==> src/logic/etcs_map.svh <==
// constants of the elapsed time control and serial slave block
// assumes: included by bare name from the two design files; the package does not include it
`ifndef ETCS_MAP_SVH
`define ETCS_MAP_SVH
// system clock and timing figures
`define ETCS_CLK_MHZ 125
`define ETCS_TICK_US 250_000
`define ETCS_PLOW_US 62_500
`define ETCS_PHIGH_US 437_500
// slave address: device type and select bits
`define ETCS_DEV_TYPE 4'hd
`define ETCS_DEV_SEL 3'h3
// register pointer map, multi-byte fields are lsb first
`define ETCS_A_CTRL 8'h00
`define ETCS_A_THR 8'h01
`define ETCS_A_ELA 8'h05
`define ETCS_A_EVT 8'h09
`define ETCS_A_UMEM 8'h0b
`define ETCS_A_UEND 8'h15
`define ETCS_A_CLR 8'h1d
`define ETCS_A_CFGL 8'h1e
`define ETCS_A_MEML 8'h1f
`define ETCS_UMEM_N 10
// command keys
`define ETCS_LOCK_KEY 8'haa
`define ETCS_CLR_KEY 8'h55
// control register field positions
`define ETCS_B_STYLE 3
`define ETCS_B_PERMIT 2
`define ETCS_B_SENSE 1
// counts
`define ETCS_BYTE_BITS 4'h8
`define ETCS_LAST_BIT 4'h7
`define ETCS_CNT_MAX 16'hffff
`define ETCS_ELA_MAX 32'hffff_ffff
`define ETCS_LAST_PULSE 2'h3
`endif

==> src/logic/etcs_pkg.sv <==
// types of the elapsed time control and serial slave block
// assumes: nothing beyond the map header
package etcs_pkg;
  typedef enum logic [2:0] {
    ST_IDLE = 3'h0,
    ST_RX = 3'h1,
    ST_ACK = 3'h2,
    ST_TX = 3'h3,
    ST_TXACK = 3'h4
  } etcs_state_t;
  typedef logic [7:0] etcs_byte_t;
endpackage : etcs_pkg

==> src/logic/etcs_alm_if.sv <==
// alarm request and pin drive between the core and the pulse shaper
// assumes: both ends run on the same clock
`timescale 1ns/1ns
interface etcs_alm_if;
  logic active;
  logic style;
  logic pin_low;
  logic drive;
  modport src (output active, output style, output pin_low, input drive);
  modport sink (input active, input style, input pin_low, output drive);
endinterface : etcs_alm_if

==> src/logic/etcs_alarm_pulse.sv <==
// alarm pin shaper: steady low or a train of four low pulses
// assumes: pin_low is already synchronised; drive means pull pin low
`timescale 1ns/1ns
`include "etcs_map.svh"
module etcs_alarm_pulse #(
  parameter int unsigned LOW_CYC = `ETCS_PLOW_US * `ETCS_CLK_MHZ,
  parameter int unsigned HIGH_CYC = `ETCS_PHIGH_US * `ETCS_CLK_MHZ
) (
  // system
  input wire logic clock,
  input wire logic resetn,
  // alarm request and pin
  etcs_alm_if.sink al
);
  import etcs_pkg::*;
  logic boot_q, act_p_q, run_q, low_ph_q, drive_q, ext_q;
  logic [1:0] npul_q;
  logic [31:0] tm_q;
  logic trig;
  // external pull-low only counts while idle, so our own pulses never
  // retrigger the train through the pin's synchroniser lag
  assign trig = boot_q | (al.active & ~act_p_q) |
                (ext_q & ~al.pin_low);
  always_ff @(posedge clock) begin
    if (!resetn) begin
      boot_q <= 1'b1;
      act_p_q <= 1'b0;
      ext_q <= 1'b0;
    end else begin
      boot_q <= 1'b0;
      act_p_q <= al.active;
      ext_q <= al.pin_low & ~run_q & ~drive_q & al.style;
    end
  end
  always_ff @(posedge clock) begin
    if (!resetn) begin
      run_q <= 1'b0;
      low_ph_q <= 1'b0;
      npul_q <= 2'h0;
      tm_q <= 32'h0000_0000;
    end else if (!run_q) begin
      if (trig && al.style) begin
        run_q <= 1'b1;
        low_ph_q <= 1'b1;
        npul_q <= 2'h0;
        tm_q <= 32'h0000_0000;
      end
    end else if (low_ph_q) begin
      tm_q <= tm_q + 32'h0000_0001;
      if (tm_q == 32'(LOW_CYC - 1)) begin
        low_ph_q <= 1'b0;
        tm_q <= 32'h0000_0000;
      end
    end else begin
      tm_q <= tm_q + 32'h0000_0001;
      if (tm_q == 32'(HIGH_CYC - 1)) begin
        tm_q <= 32'h0000_0000;
        if (npul_q == `ETCS_LAST_PULSE) begin
          run_q <= 1'b0;
        end else begin
          npul_q <= npul_q + 2'h1;
          low_ph_q <= 1'b1;
        end
      end
    end
  end
  always_ff @(posedge clock) begin
    if (!resetn) begin
      drive_q <= 1'b0;
    end else begin
      drive_q <= al.style ? (run_q & low_ph_q) : al.active;
    end
  end
  assign al.drive = drive_q;
endmodule : etcs_alarm_pulse

==> src/logic/etcs_top.sv <==
// elapsed time control, protection and two-wire slave core
// assumes: scl, sda, event and alarm pins are asynchronous to clock;
// the pad resolves each open-drain pin from its output enable
//
// Behaviour
// - armed bit follows non-zero threshold; host writes and clear ignore it
// - alarm flag mirrors active alarm; clear drops it; next event sets it
// - two lock commands set config lock; threshold and control freeze
// - config lock with clear permit 0 blocks host writes and clear of total, elapsed, events; they still count
// - two memory lock commands freeze the ten user bytes forever
// - style 0: alarm pin steady low while alarm is active
// - style 1: four low pulses at pin release and alarm onset; none at boot, since style resets to 0
// - clear command honoured only while clear permit is set
// - unlocked clear zeroes counters, threshold, control and user memory
// - sense 1: active when time >= threshold; sense 0: when below
// - overflow is control register bit 0; wraps once, then counter sticks
// - lock command registers always read zero
// - memory lock leaves other registers and clear untouched
// - under config lock only clear, memory lock commands, unlocked user memory and, with clear permit set, elapsed and events write
// - receiver holds sda low through each ninth acknowledge clock
// - master nacks last read byte; device releases sda
// - start and stop found from sda edges while scl high
// - sda changes only while scl is low, except the release when the event input goes high
// - any number of bytes per transfer
// - address matched in hardware; write receives, read transmits
// - address is type 1101, select 011, then direction bit
// - no bus response while event input is high
`timescale 1ns/1ns
`include "etcs_map.svh"
module etcs_top #(
  parameter int unsigned QTR_CYC = `ETCS_TICK_US * `ETCS_CLK_MHZ,
  parameter int unsigned LOW_CYC = `ETCS_PLOW_US * `ETCS_CLK_MHZ,
  parameter int unsigned HIGH_CYC = `ETCS_PHIGH_US * `ETCS_CLK_MHZ
) (
  // system
  input wire logic clock,
  input wire logic resetn,
  // two-wire link
  input wire logic scl_in,
  input wire logic sda_in,
  output logic sda_out,
  output logic sda_oe,
  // event and alarm pins
  input wire logic event_in,
  input wire logic alarm_in,
  output logic alarm_out,
  output logic alarm_oe
);
  import etcs_pkg::*;
  localparam logic [3:0] SYNC_IDLE = 4'hb;
  logic [3:0] raw, s1_q, s2_q;
  logic scl, sda, evt, apin, scl_p_q, sda_p_q, evt_p_q;
  logic scl_r, scl_f, start, stop, evt_r, evt_f;
  assign raw = {alarm_in, event_in, sda_in, scl_in};
  for (genvar i = 0; i < 4; i++) begin : g_sync
    always_ff @(posedge clock) begin
      if (!resetn) begin
        s1_q[i] <= SYNC_IDLE[i];
        s2_q[i] <= SYNC_IDLE[i];
      end else begin
        s1_q[i] <= raw[i];
        s2_q[i] <= s1_q[i];
      end
    end
  end
  assign {apin, evt, sda, scl} = s2_q;
  always_ff @(posedge clock) begin
    if (!resetn) begin
      scl_p_q <= 1'b1;
      sda_p_q <= 1'b1;
      evt_p_q <= 1'b0;
    end else begin
      scl_p_q <= scl;
      sda_p_q <= sda;
      evt_p_q <= evt;
    end
  end
  assign scl_r = scl & ~scl_p_q;
  assign scl_f = ~scl & scl_p_q;
  assign start = scl & scl_p_q & sda_p_q & ~sda;
  assign stop = scl & scl_p_q & ~sda_p_q & sda;
  assign evt_r = evt & ~evt_p_q;
  assign evt_f = ~evt & evt_p_q;

  // register state
  logic style_q, permit_q, sense_q, armed_q, flag_q, ovf_q;
  logic cfg_lock_q, mem_lock_q, cfg_hit_q, mem_hit_q, act_q, act_p_q;
  logic [31:0] thr_q, ela_q, tts_q, tdiv_q;
  logic [15:0] evt_cnt_q;
  logic [`ETCS_UMEM_N-1:0][7:0] umem_q;
  // link state
  etcs_state_t state_q;
  logic [3:0] bit_q;
  etcs_byte_t sh_q, ptr_q, rd, ctl;
  logic [1:0] nb_q;
  logic rw_q, oe_q, nack_q, ld_q, zero_q;
  logic wr_en, ld_go, do_clr, cnt_open, tick;
  logic in_thr, in_ela, in_evt, in_um;
  etcs_byte_t o_thr, o_ela, o_evt, o_um;

  assign in_thr = ptr_q >= `ETCS_A_THR && ptr_q < `ETCS_A_ELA;
  assign in_ela = ptr_q >= `ETCS_A_ELA && ptr_q < `ETCS_A_EVT;
  assign in_evt = ptr_q >= `ETCS_A_EVT && ptr_q < `ETCS_A_UMEM;
  assign in_um = ptr_q >= `ETCS_A_UMEM && ptr_q < `ETCS_A_UEND;
  assign o_thr = ptr_q - `ETCS_A_THR;
  assign o_ela = ptr_q - `ETCS_A_ELA;
  assign o_evt = ptr_q - `ETCS_A_EVT;
  assign o_um = ptr_q - `ETCS_A_UMEM;
  assign ctl = {armed_q, flag_q, cfg_lock_q, mem_lock_q,
                style_q, permit_q, sense_q, ovf_q};

  always_comb begin
    rd = 8'h00;
    if (ptr_q == `ETCS_A_CTRL) begin
      rd = ctl;
    end else if (in_thr) begin
      rd = thr_q[{o_thr[1:0], 3'h0} +: 8];
    end else if (in_ela) begin
      rd = ela_q[{o_ela[1:0], 3'h0} +: 8];
    end else if (in_evt) begin
      rd = evt_cnt_q[{o_evt[0], 3'h0} +: 8];
    end else if (in_um) begin
      rd = umem_q[o_um[3:0]];
    end
  end

  // a data byte lands on the falling edge that closes its eighth bit
  assign wr_en = state_q == ST_RX && scl_f && bit_q == `ETCS_BYTE_BITS &&
                 nb_q == 2'h2 && !rw_q;
  assign do_clr = wr_en && ptr_q == `ETCS_A_CLR &&
                  sh_q == `ETCS_CLR_KEY && permit_q;
  assign ld_go = scl_f && ((state_q == ST_ACK && rw_q) ||
                           (state_q == ST_TXACK && !nack_q));

  always_ff @(posedge clock) begin
    if (!resetn) begin
      state_q <= ST_IDLE;
      bit_q <= 4'h0;
      sh_q <= 8'h00;
      ptr_q <= 8'h00;
      nb_q <= 2'h0;
      rw_q <= 1'b0;
      oe_q <= 1'b0;
      nack_q <= 1'b0;
      ld_q <= 1'b0;
    end else begin
      ld_q <= 1'b0;
      if (evt) begin
        state_q <= ST_IDLE;
        oe_q <= 1'b0;
      end else if (start) begin
        state_q <= ST_RX;
        bit_q <= 4'h0;
        nb_q <= 2'h0;
        oe_q <= 1'b0;
      end else if (stop) begin
        state_q <= ST_IDLE;
        oe_q <= 1'b0;
      end else if (ld_go) begin
        sh_q <= rd;
        ptr_q <= ptr_q + 8'h01;
        oe_q <= ~rd[7];
        bit_q <= 4'h0;
        ld_q <= 1'b1;
        state_q <= ST_TX;
      end else begin
        unique case (state_q)
          ST_IDLE: begin
            oe_q <= 1'b0;
          end
          ST_RX: begin
            if (scl_r) begin
              sh_q <= {sh_q[6:0], sda};
              bit_q <= bit_q + 4'h1;
            end else if (scl_f && bit_q == `ETCS_BYTE_BITS) begin
              bit_q <= 4'h0;
              if (nb_q == 2'h0) begin
                if (sh_q[7:1] == {`ETCS_DEV_TYPE, `ETCS_DEV_SEL}) begin
                  rw_q <= sh_q[0];
                  oe_q <= 1'b1;
                  nb_q <= 2'h1;
                  state_q <= ST_ACK;
                end else begin
                  state_q <= ST_IDLE;
                end
              end else begin
                oe_q <= 1'b1;
                nb_q <= 2'h2;
                state_q <= ST_ACK;
                if (nb_q == 2'h1) begin
                  ptr_q <= sh_q;
                end else begin
                  ptr_q <= ptr_q + 8'h01;
                end
              end
            end
          end
          ST_ACK: begin
            if (scl_f) begin
              oe_q <= 1'b0;
              state_q <= ST_RX;
            end
          end
          ST_TX: begin
            if (scl_f) begin
              if (bit_q == `ETCS_LAST_BIT) begin
                oe_q <= 1'b0;
                state_q <= ST_TXACK;
              end else begin
                sh_q <= {sh_q[6:0], 1'b0};
                oe_q <= ~sh_q[6];
                bit_q <= bit_q + 4'h1;
              end
            end
          end
          ST_TXACK: begin
            if (scl_r) begin
              nack_q <= sda;
            end else if (scl_f) begin
              state_q <= ST_IDLE;
            end
          end
          default: begin
            state_q <= ST_IDLE;
          end
        endcase
      end
    end
  end

  // permanent locks need two back-to-back key writes to the same register
  always_ff @(posedge clock) begin
    if (!resetn) begin
      cfg_hit_q <= 1'b0;
      mem_hit_q <= 1'b0;
      cfg_lock_q <= 1'b0;
      mem_lock_q <= 1'b0;
    end else if (wr_en) begin
      cfg_hit_q <= ptr_q == `ETCS_A_CFGL && sh_q == `ETCS_LOCK_KEY;
      mem_hit_q <= ptr_q == `ETCS_A_MEML && sh_q == `ETCS_LOCK_KEY;
      if (cfg_hit_q && ptr_q == `ETCS_A_CFGL &&
          sh_q == `ETCS_LOCK_KEY) begin
        cfg_lock_q <= 1'b1;
      end
      if (mem_hit_q && ptr_q == `ETCS_A_MEML &&
          sh_q == `ETCS_LOCK_KEY) begin
        mem_lock_q <= 1'b1;
      end
    end
  end

  always_ff @(posedge clock) begin
    if (!resetn) begin
      style_q <= 1'b0;
      permit_q <= 1'b0;
      sense_q <= 1'b0;
      thr_q <= 32'h0000_0000;
    end else if (do_clr && !cfg_lock_q) begin
      style_q <= 1'b0;
      permit_q <= 1'b0;
      sense_q <= 1'b0;
      thr_q <= 32'h0000_0000;
    end else if (wr_en && !cfg_lock_q) begin
      if (ptr_q == `ETCS_A_CTRL) begin
        style_q <= sh_q[`ETCS_B_STYLE];
        permit_q <= sh_q[`ETCS_B_PERMIT];
        sense_q <= sh_q[`ETCS_B_SENSE];
      end
      if (in_thr) begin
        thr_q[{o_thr[1:0], 3'h0} +: 8] <= sh_q;
      end
    end
  end

  // armed is derived, so neither a host write nor clear can touch it
  always_ff @(posedge clock) begin
    if (!resetn) begin
      armed_q <= 1'b0;
    end else begin
      armed_q <= thr_q != 32'h0000_0000;
    end
  end

  assign cnt_open = !cfg_lock_q || permit_q;
  assign tick = tdiv_q == 32'(QTR_CYC - 1);
  always_ff @(posedge clock) begin
    if (!resetn) begin
      ela_q <= 32'h0000_0000;
      tts_q <= 32'h0000_0000;
      evt_cnt_q <= 16'h0000;
      ovf_q <= 1'b0;
      tdiv_q <= 32'h0000_0000;
    end else if (do_clr) begin
      ela_q <= 32'h0000_0000;
      tts_q <= 32'h0000_0000;
      evt_cnt_q <= 16'h0000;
      ovf_q <= 1'b0;
      tdiv_q <= 32'h0000_0000;
    end else begin
      if (wr_en && in_ela && cnt_open) begin
        ela_q[{o_ela[1:0], 3'h0} +: 8] <= sh_q;
        tts_q[{o_ela[1:0], 3'h0} +: 8] <= sh_q;
      end
      if (wr_en && in_evt && cnt_open) begin
        evt_cnt_q[{o_evt[0], 3'h0} +: 8] <= sh_q;
      end
      if (evt_r) begin
        ela_q <= tts_q;
        tdiv_q <= 32'h0000_0000;
      end else if (evt && tick) begin
        tdiv_q <= 32'h0000_0000;
        if (ela_q != `ETCS_ELA_MAX) begin
          ela_q <= ela_q + 32'h0000_0001;
        end
      end else if (evt) begin
        tdiv_q <= tdiv_q + 32'h0000_0001;
      end
      if (evt_f) begin
        tts_q <= ela_q;
        if (evt_cnt_q != `ETCS_CNT_MAX) begin
          evt_cnt_q <= evt_cnt_q + 16'h0001;
        end else if (!ovf_q) begin
          ovf_q <= 1'b1;
          evt_cnt_q <= 16'h0000;
        end
      end
    end
  end

  always_ff @(posedge clock) begin
    if (!resetn) begin
      act_q <= 1'b0;
      act_p_q <= 1'b0;
    end else begin
      act_q <= armed_q && (sense_q ? ela_q >= thr_q : ela_q < thr_q);
      act_p_q <= act_q;
    end
  end

  // set wins over clear when the alarm reasserts in the clearing cycle
  always_ff @(posedge clock) begin
    if (!resetn) begin
      flag_q <= 1'b0;
    end else if (act_q && (!act_p_q || evt_f)) begin
      flag_q <= 1'b1;
    end else if (do_clr || !act_q) begin
      flag_q <= 1'b0;
    end
  end

  always_ff @(posedge clock) begin
    if (!resetn) begin
      umem_q <= '0;
    end else if (do_clr && !mem_lock_q) begin
      umem_q <= '0;
    end else if (wr_en && in_um && !mem_lock_q) begin
      umem_q[o_um[3:0]] <= sh_q;
    end
  end

  etcs_alm_if al ();
  assign al.active = act_q;
  assign al.style = style_q;
  assign al.pin_low = ~apin;
  etcs_alarm_pulse #(
    .LOW_CYC(LOW_CYC),
    .HIGH_CYC(HIGH_CYC)
  ) u_pulse (
    .clock(clock),
    .resetn(resetn),
    .al(al.sink)
  );

  // open-drain pins only ever pull low
  always_ff @(posedge clock) begin
    if (!resetn) begin
      zero_q <= 1'b0;
    end else begin
      zero_q <= 1'b0;
    end
  end
  assign sda_out = zero_q;
  assign sda_oe = oe_q;
  assign alarm_out = zero_q;
  assign alarm_oe = al.drive;
endmodule : etcs_top
==> config.mk <==
export PLATFORM = sky130hd
export DESIGN_NAME = etcs_top
export DESIGN_NICKNAME = d
export VERILOG_FILES = /design/src/logic/etcs_pkg.sv /design/src/logic/etcs_alm_if.sv /design/src/logic/etcs_alarm_pulse.sv /design/src/logic/etcs_top.sv
export VERILOG_INCLUDE_DIRS = /design/src /design/src/logic
export SDC_FILE = /design/constraint.sdc
export NUM_CORES = 1
export LEC_CHECK = 0
export BUFFER_PORTS_ARGS = -buffer_cell sky130_fd_sc_hd__buf_2
export CORE_ASPECT_RATIO = 2
export CORE_UTILIZATION = 50
export DETAILED_ROUTE_END_ITERATION = 10
export PLACE_DENSITY = 0.65
export SLEW_MARGIN = 40
export SYNTH_ARGS = -nofsm -noshare
export SYNTH_HDL_FRONTEND = slang
export SYNTH_SLANG_ARGS = --single-unit
export TNS_END_PERCENT = 30
==> constraint.sdc <==
create_clock -name clock -period 3.9 [get_ports clock]
set_input_delay 0.39 -clock clock [delete_from_list [all_inputs] [get_ports clock]]
set_output_delay 0.39 -clock clock [all_outputs]
set_load 0.05 [all_outputs]
==> results of run 1 <==
layout make-up:
| type | count | area, um^2 |
|---|---|---|
| Sequential cell | 314 | 6290 |
| Clock inverter | 22 | 340.3 |
| Timing Repair Buffer | 89 | 670.6 |
| Tap cell | 441 | 551.8 |
| Multi-Input combinational cell | 1669 | 10440 |
| Inverter | 67 | 251.5 |
| Clock buffer | 36 | 824.5 |
| Fill cell | 3195 | 15110 |
final timing paths:
path / to / cells after the start
max: ela_q[0] / 8
min reg2reg: apin / 1
max reg2reg: ela_q[0] / 8
min: s1_q[3] / 2
critical path, cell delays in order, from the launching register on:
cell	delay, ns
dfxtp_4	0.64
ha_1	0.38
nand2b_1	0.17
a31oi_1	0.12
and4b_1	0.64
nand2_1	0.26
and3_1	0.28
o31ai_1	0.71
a21oi_1	0.15
metal layers:
layer / track usage [%] / wire length (um) / vias to the layer above
met5: 0 / 16 / -
met4: 30.09 / 5890 / 2
met3: 5.147 / 3123 / 288
met2: 68.76 / 34580 / 678
met1: 33.70 / 21470 / 8136
li1: - / - / 7795
cells in the final DEF, fill, tap and decap left out, types with 6 or more instances in the layout:
cell	count
nor3_1	85
a221oi_1	18
a31oi_1	13
and4_1	11
dfxtp_1	313
inv_1	66
o211ai_1	7
a22oi_1	6
a211oi_1	37
nand3_1	86
nand2b_1	29
buf_4	78
nor2_1	256
o221ai_1	8
nor2b_1	23
o22a_1	7
nand4_1	51
mux2_2	12
o21ai_0	94
buf_2	7
mux2i_1	72
o22ai_1	6
nor4b_1	10
mux4_2	32
a21oi_1	183
a21o_1	8
or4_1	11
ha_1	46
clkbuf_16	31
or3_1	9
nand2_1	266
nor4_1	32
and3_1	41
clkinv_2	8
xor2_1	44
o31ai_1	6
and2_1	26
xnor2_1	34
bufinv_16	8
registers in the layout, summed over array words and instances, names as in the netlist, 2 cells and up:
signal / cells
tdiv_q: 32
bit_q: 4
state_q: 3
s1_q: 4
umem_q: 80
ptr_q: 8
u_pulse.npul_q: 2
evt_cnt_q: 16
sh_q: 8
u_pulse.tm_q: 32
nb_q: 2
thr_q: 32
tts_q: 32
ela_q: 32
metrics by stage:
step | instance area (um^2) | power (mW)
6_report | 19370 | 7.061
5_1_grt | 19370 | 7.244
4_1_cts | 19370 | 7.092
3_5_place_dp | 18170 | 3.651
3_3_place_gp | 18170 | 3.651
2_1_floorplan | 17540 | 3.525
cell families after synthesis:
logic type / share of synthesized area [%]
AOI/OAI and AO/OA: 15.38
xor gates and xnor gates: 3.896
adders and majority gates: 3.411
buffers and inverters: 4.781
DFF: 35.85
muxes: 8.990
other: 0.02139
and+or+nand+nor: 27.68
timing repair:
action                                  4_1_cts  5_1_grt
hold buffers                                  3        0
buffers inserted                              0        0
endpoints found under the hold margin         3        0
endpoints found under the setup margin        0        0
where the power goes:
| group | internal, mW | total (mW) | switching, mW |
|---|---|---|---|
| sequential | 3.23 | 3.27 | 0.0321 |
| combinational | 0.102 | 0.326 | 0.224 |
| clock | 2.06 | 3.47 | 1.41 |
==> metrics.yaml, run 1 <==
yosys:
  ys_dominant_reg_cell: "dfxtp_1"
  synth_area_leaders: "dfxtp_1 36%, nand2_1 5.7%, nor2_1 5.5%"
  ys_top_cells_by_count: "314 x dfxtp_1, 266 x nand2_1, 256 x nor2_1"
  async_flop_share_pct: 0
  synth_edf_count: 0
  avgSynthCellArea_um2: 8.014
  yosysSeqAreaShare_pct: 35.85
  yosysMostFrequentCell: "dfxtp_1"
  yosys_warnings: 0
  synth_largest_area_cell: "dfxtp_1"
  yosysTopAreaCellShare_pct: 35.85
  ys_ff_latch: 314
  yosysUniqueCellTypes: 88
  synthCells: 2188
  netlist_area_mm2: 0.01754
drt:
  drt_iter0_markers: 1346
  vias: 16900
  dr.pass1.iters: 5
  viasPerCell: 6.406
  post-route-drc-count: 0
  ant_nets: 0
  drt-wirelength-per-cell_um: 24.67
  drt-total-wl_mm: 65.08
layout:
  drive_above_1_share_pct: 10.06
  area_growth_pct: 10.44
  nets: 2225
  insertedDiodeCount: 0
  final_cells: 2638
  postLayoutCoreUtil_pct: 56.18
sta:
  rsz0062_at_grt: "false"
  maxSlewViolCount: 0
  fin_tns_setup_ns: 0
  slew-limit-headroom_pct: 40.77
  setup_viol: 0
  fin_worst_skew_ns: 0.03437
  fmax_mhz: 286.2
  fin_ws_ns: 0.4054
  finalCritPeriodShare_pct: 89.61
  hold_violations: 0
  worst_pin_slew_ns: 0.8817
  hold_ws_ns: 0.008763
  finalCriticalPeriod_ns: 3.495
clock_network:
  cts_root_buf: "clkbuf_16"
  cts_sinks: 314
  numCtsBuffers: 31
  clk_pin_slew_ns: 0.07
  cts_tree: "yes"
  clk_path_buf_depth: 3
  ctsResizeCount: 0
  cts_max_level: 1
  clk_latency_ns: 0.61
setup_path:
  critPathLaunch: "ptr_q[0]"
  critPathKind: "reg -> reg"
  startpoint_type: "flip-flop"
  r2r_setup_slack_ns: 0.41
  worstPathArrival_ns: 3.96
  cp_data_required_time_ns: 4.37
  end_kind: "flip-flop"
  regToRegStartpoint: "ptr_q[0]"
  worst-path-max-fanout: 29
pwr:
  vdd.ir_drop.worst_mv: 0.3666
  power_density_mw_per_mm2: 364.6
  p_leak_nw: 6.930
min_path:
  min_from: "alarm_in"
  hold_path_class: "in -> reg"
floorplanning:
  die_height_um: 266.8
  die_x_um: 134.4
  core_area_mm2: 0.03447
  initial_core_util_pct: 50.87
  die_area_mm2: 0.03587
  rows: 96
  io_pins: 10
global_route:
  antenna_found_initial: 1
  grt_pass1_wl_mm: 97.85
  grt_pass1_vias: 16630
  grt.total_usage_pct: 36.30
  grt_overflow: 0
  grt_max_degree: 81
placement:
  post-place-ws_ns: 0.6539
  gp_congestion: 1.030
  dp_hpwl_mm: 48.22
  io_buffers: 7
  dp_cells: 2577
flow_run:
  maxCapViolations: 0
status:
  status: "completed"
Power figures use the tool's default switching activity.
==> run 2, diff against run 1 <==
Settings changed: CTS_BUF_LIST set to sky130_fd_sc_hd__clkbuf_4 sky130_fd_sc_hd__clkbuf_8, SETUP_SLACK_MARGIN set to 0.5.
==> metrics.yaml, run 2 (synthesized netlist as in run 1, its figures left out) <==
flow_run:
  maxCapViolations: 0  # unchanged
drt:
  drt-total-wl_mm: 65.57  # +0.75%
  drt_iter0_markers: 1307  # -2.9%
  ant_nets: 0  # unchanged
  post-route-drc-count: 0  # unchanged
  viasPerCell: 6.415  # +0.14%
  vias: 17080  # +1.1%
  drt-wirelength-per-cell_um: 24.63  # -0.16%
  dr.pass1.iters: 7  # +2
global_route:
  grt.total_usage_pct: 36.67  # +0.36 points
  grt_pass1_wl_mm: 98.41  # +0.58%
  grt_pass1_vias: 16820  # +1.2%
  antenna_found_initial: 1  # unchanged
  grt_overflow: 0  # unchanged
  grt_max_degree: 81  # unchanged
pwr:
  power_density_mw_per_mm2: 342.8  # -6.0%
  p_leak_nw: 6.886  # -0.63%
  power_frac_seq_pct: 49.6  # +3.3 points
  power.switching_mw: 1.637  # -1.9%
  p_int_mw: 4.955  # -8.1%
  p_comb_share_pct: 5.0  # +0.4 points
  p_total_mw: 6.591  # -6.7%
  power_switching_share_pct: 24.83  # +1.2 points
  p_clk_share_pct: 45.4  # -3.7 points
  vdd.ir_drop.worst_mv: 0.3308  # -9.8%
layout:
  largest_reg_flops: 80  # unchanged
  mostFrequentLayoutCell: "dfxtp_1"
  drive_above_1_share_pct: 11.09  # +1.0 points
  mostFrequentLayoutCells: "313 x dfxtp_1, 266 x nand2_1, 256 x nor2_1"
  nets: 2243  # +0.81%
  final.fill_count: 3215  # +0.63%
  area_growth_pct: 9.661
  top_register: "umem_q"
sta:
  setup_viol: 0  # unchanged
  hold_ws_ns: 0.1029  # +0.09412 ns
  slew-limit-headroom_pct: 40.73  # about the same
  fin_worst_skew_ns: 0.03473  # +0.0003643 ns
  worst_pin_slew_ns: 0.8822  # +0.0005543 ns
  fin_ws_ns: 0.5418  # +0.1365 ns
  rsz0062_at_grt: "true"
  maxSlewViolCount: 0  # unchanged
  fin_tns_setup_ns: 0  # unchanged
  finalCritPeriodShare_pct: 86.11  # -3.5 points
  fmax_mhz: 297.8  # +4.1%
  finalCriticalPeriod_ns: 3.358  # -0.1365 ns
  hold_violations: 0  # unchanged
setup_path:
  end_kind: "flip-flop"
  startpoint_type: "flip-flop"
  critPathKind: "reg -> reg"
  worst-path-max-fanout: 18  # -38%
  cp_data_required_time_ns: 4.37  # about the same
  worstPathArrival_ns: 3.83  # -0.13 ns
  r2r_setup_slack_ns: 0.54  # +0.14 ns
min_path:
  hold_path_class: "in -> reg"
clock_network:
  cts_max_level: 2  # +1
  cts_tree: "yes"
  clk_path_buf_depth: 3  # unchanged
  post-cts-setup-buffer-count: 0  # unchanged
  clk_latency_ns: 0.63  # +0.02 ns
  cts_sinks: 314  # unchanged
  clk_pin_slew_ns: 0.07  # about the same
  cts_root_buf: "clkbuf_8"
  numCtsBuffers: 48  # +55%
floorplanning:
  rows: 96  # unchanged
  die_area_mm2: 0.03587  # unchanged
  die_height_um: 266.8  # unchanged
  initial_core_util_pct: 50.87  # unchanged
  die_x_um: 134.4  # unchanged
  io_pins: 10  # unchanged
  core_area_mm2: 0.03447  # unchanged
placement:
  dp_hpwl_mm: 48.22  # unchanged
  post-place-ws_ns: 0.6539  # unchanged
  io_buffers: 7  # unchanged
  gp_congestion: 1.030  # unchanged
status:
  status: "completed"
## run 2: cell count changes in the layout (fill, tap and decap cells not counted), moves of 5 or more
cell,previous run,this run
bufinv_16,8,3
clkbuf_16,31,0
clkbuf_4,0,14
clkbuf_8,3,55
clkinv_2,8,2
## run 2: worst paths after layout
check,start,depth (start not counted),to
worst min register to register,s1_q[3],1,apin
worst max-delay path,state_q[2],9,sh_q[3]
worst max register to register,state_q[2],9,sh_q[3]
worst min-delay path,resetn,2,s1_q[3]
## run 2: power groups by stage
stage	Combinational, mW	Clock (mW)	Sequential, mW
2_1_floorplan	0.196	0	3.33
3_3_place_gp	0.314	0	3.34
3_5_place_dp	0.314	0	3.34
4_1_cts	0.319	3.05	3.27
5_1_grt	0.349	3.19	3.27
6_report	0.329	2.99	3.27
## run 2: metrics by stage
step,util [%],cells,cell area (um^2)
2_1_floorplan,-,2189,17540
3_3_place_gp,52.70,2577,18170
3_5_place_dp,52.71,2577,18170
4_1_cts,55.75,2660,19220
5_1_grt,55.77,2661,19230
6_report,55.78,2662,19230
## run 2: layout make-up
cell class | instances | area, um^2 | share of cell area, %
antenna | 2 | 5.005 | 0.02603
inverter | 67 | 251.5 | 1.308
sequential | 314 | 6290 | 32.71
multi-input combinational | 1669 | 10440 | 54.31
timing repair buffer | 90 | 680.7 | 3.540
tap | 441 | 551.8 | 2.869
clock buffer | 69 | 862.1 | 4.483
clock inverter | 10 | 145.1 | 0.7548
## run 2: critical path, cell delays in order (launching register included)
cell and delay, ns:
dfxtp_1 0.33, buf_4 0.19, or3b_2 0.49, a211oi_1 0.25, buf_4 0.26, a21oi_1 0.08
or3_1 0.61, nand2b_1 0.30, a221oi_1 0.55, a211oi_1 0.17
## run 2: routing by layer
layer,up-vias,global-route usage [%],wire length (um)
met5,-,0,0
met4,0,32.40,6389
met3,319,5.641,3185
met2,719,68.53,34470
met1,8203,33.75,21530
li1,7836,-,-
## run 2: repair_timing
action,in CTS,in global routing
gates resized for setup,0,1
hold buffers,4,0
setup endpoints to repair,0,9
endpoints found under the hold margin,4,0
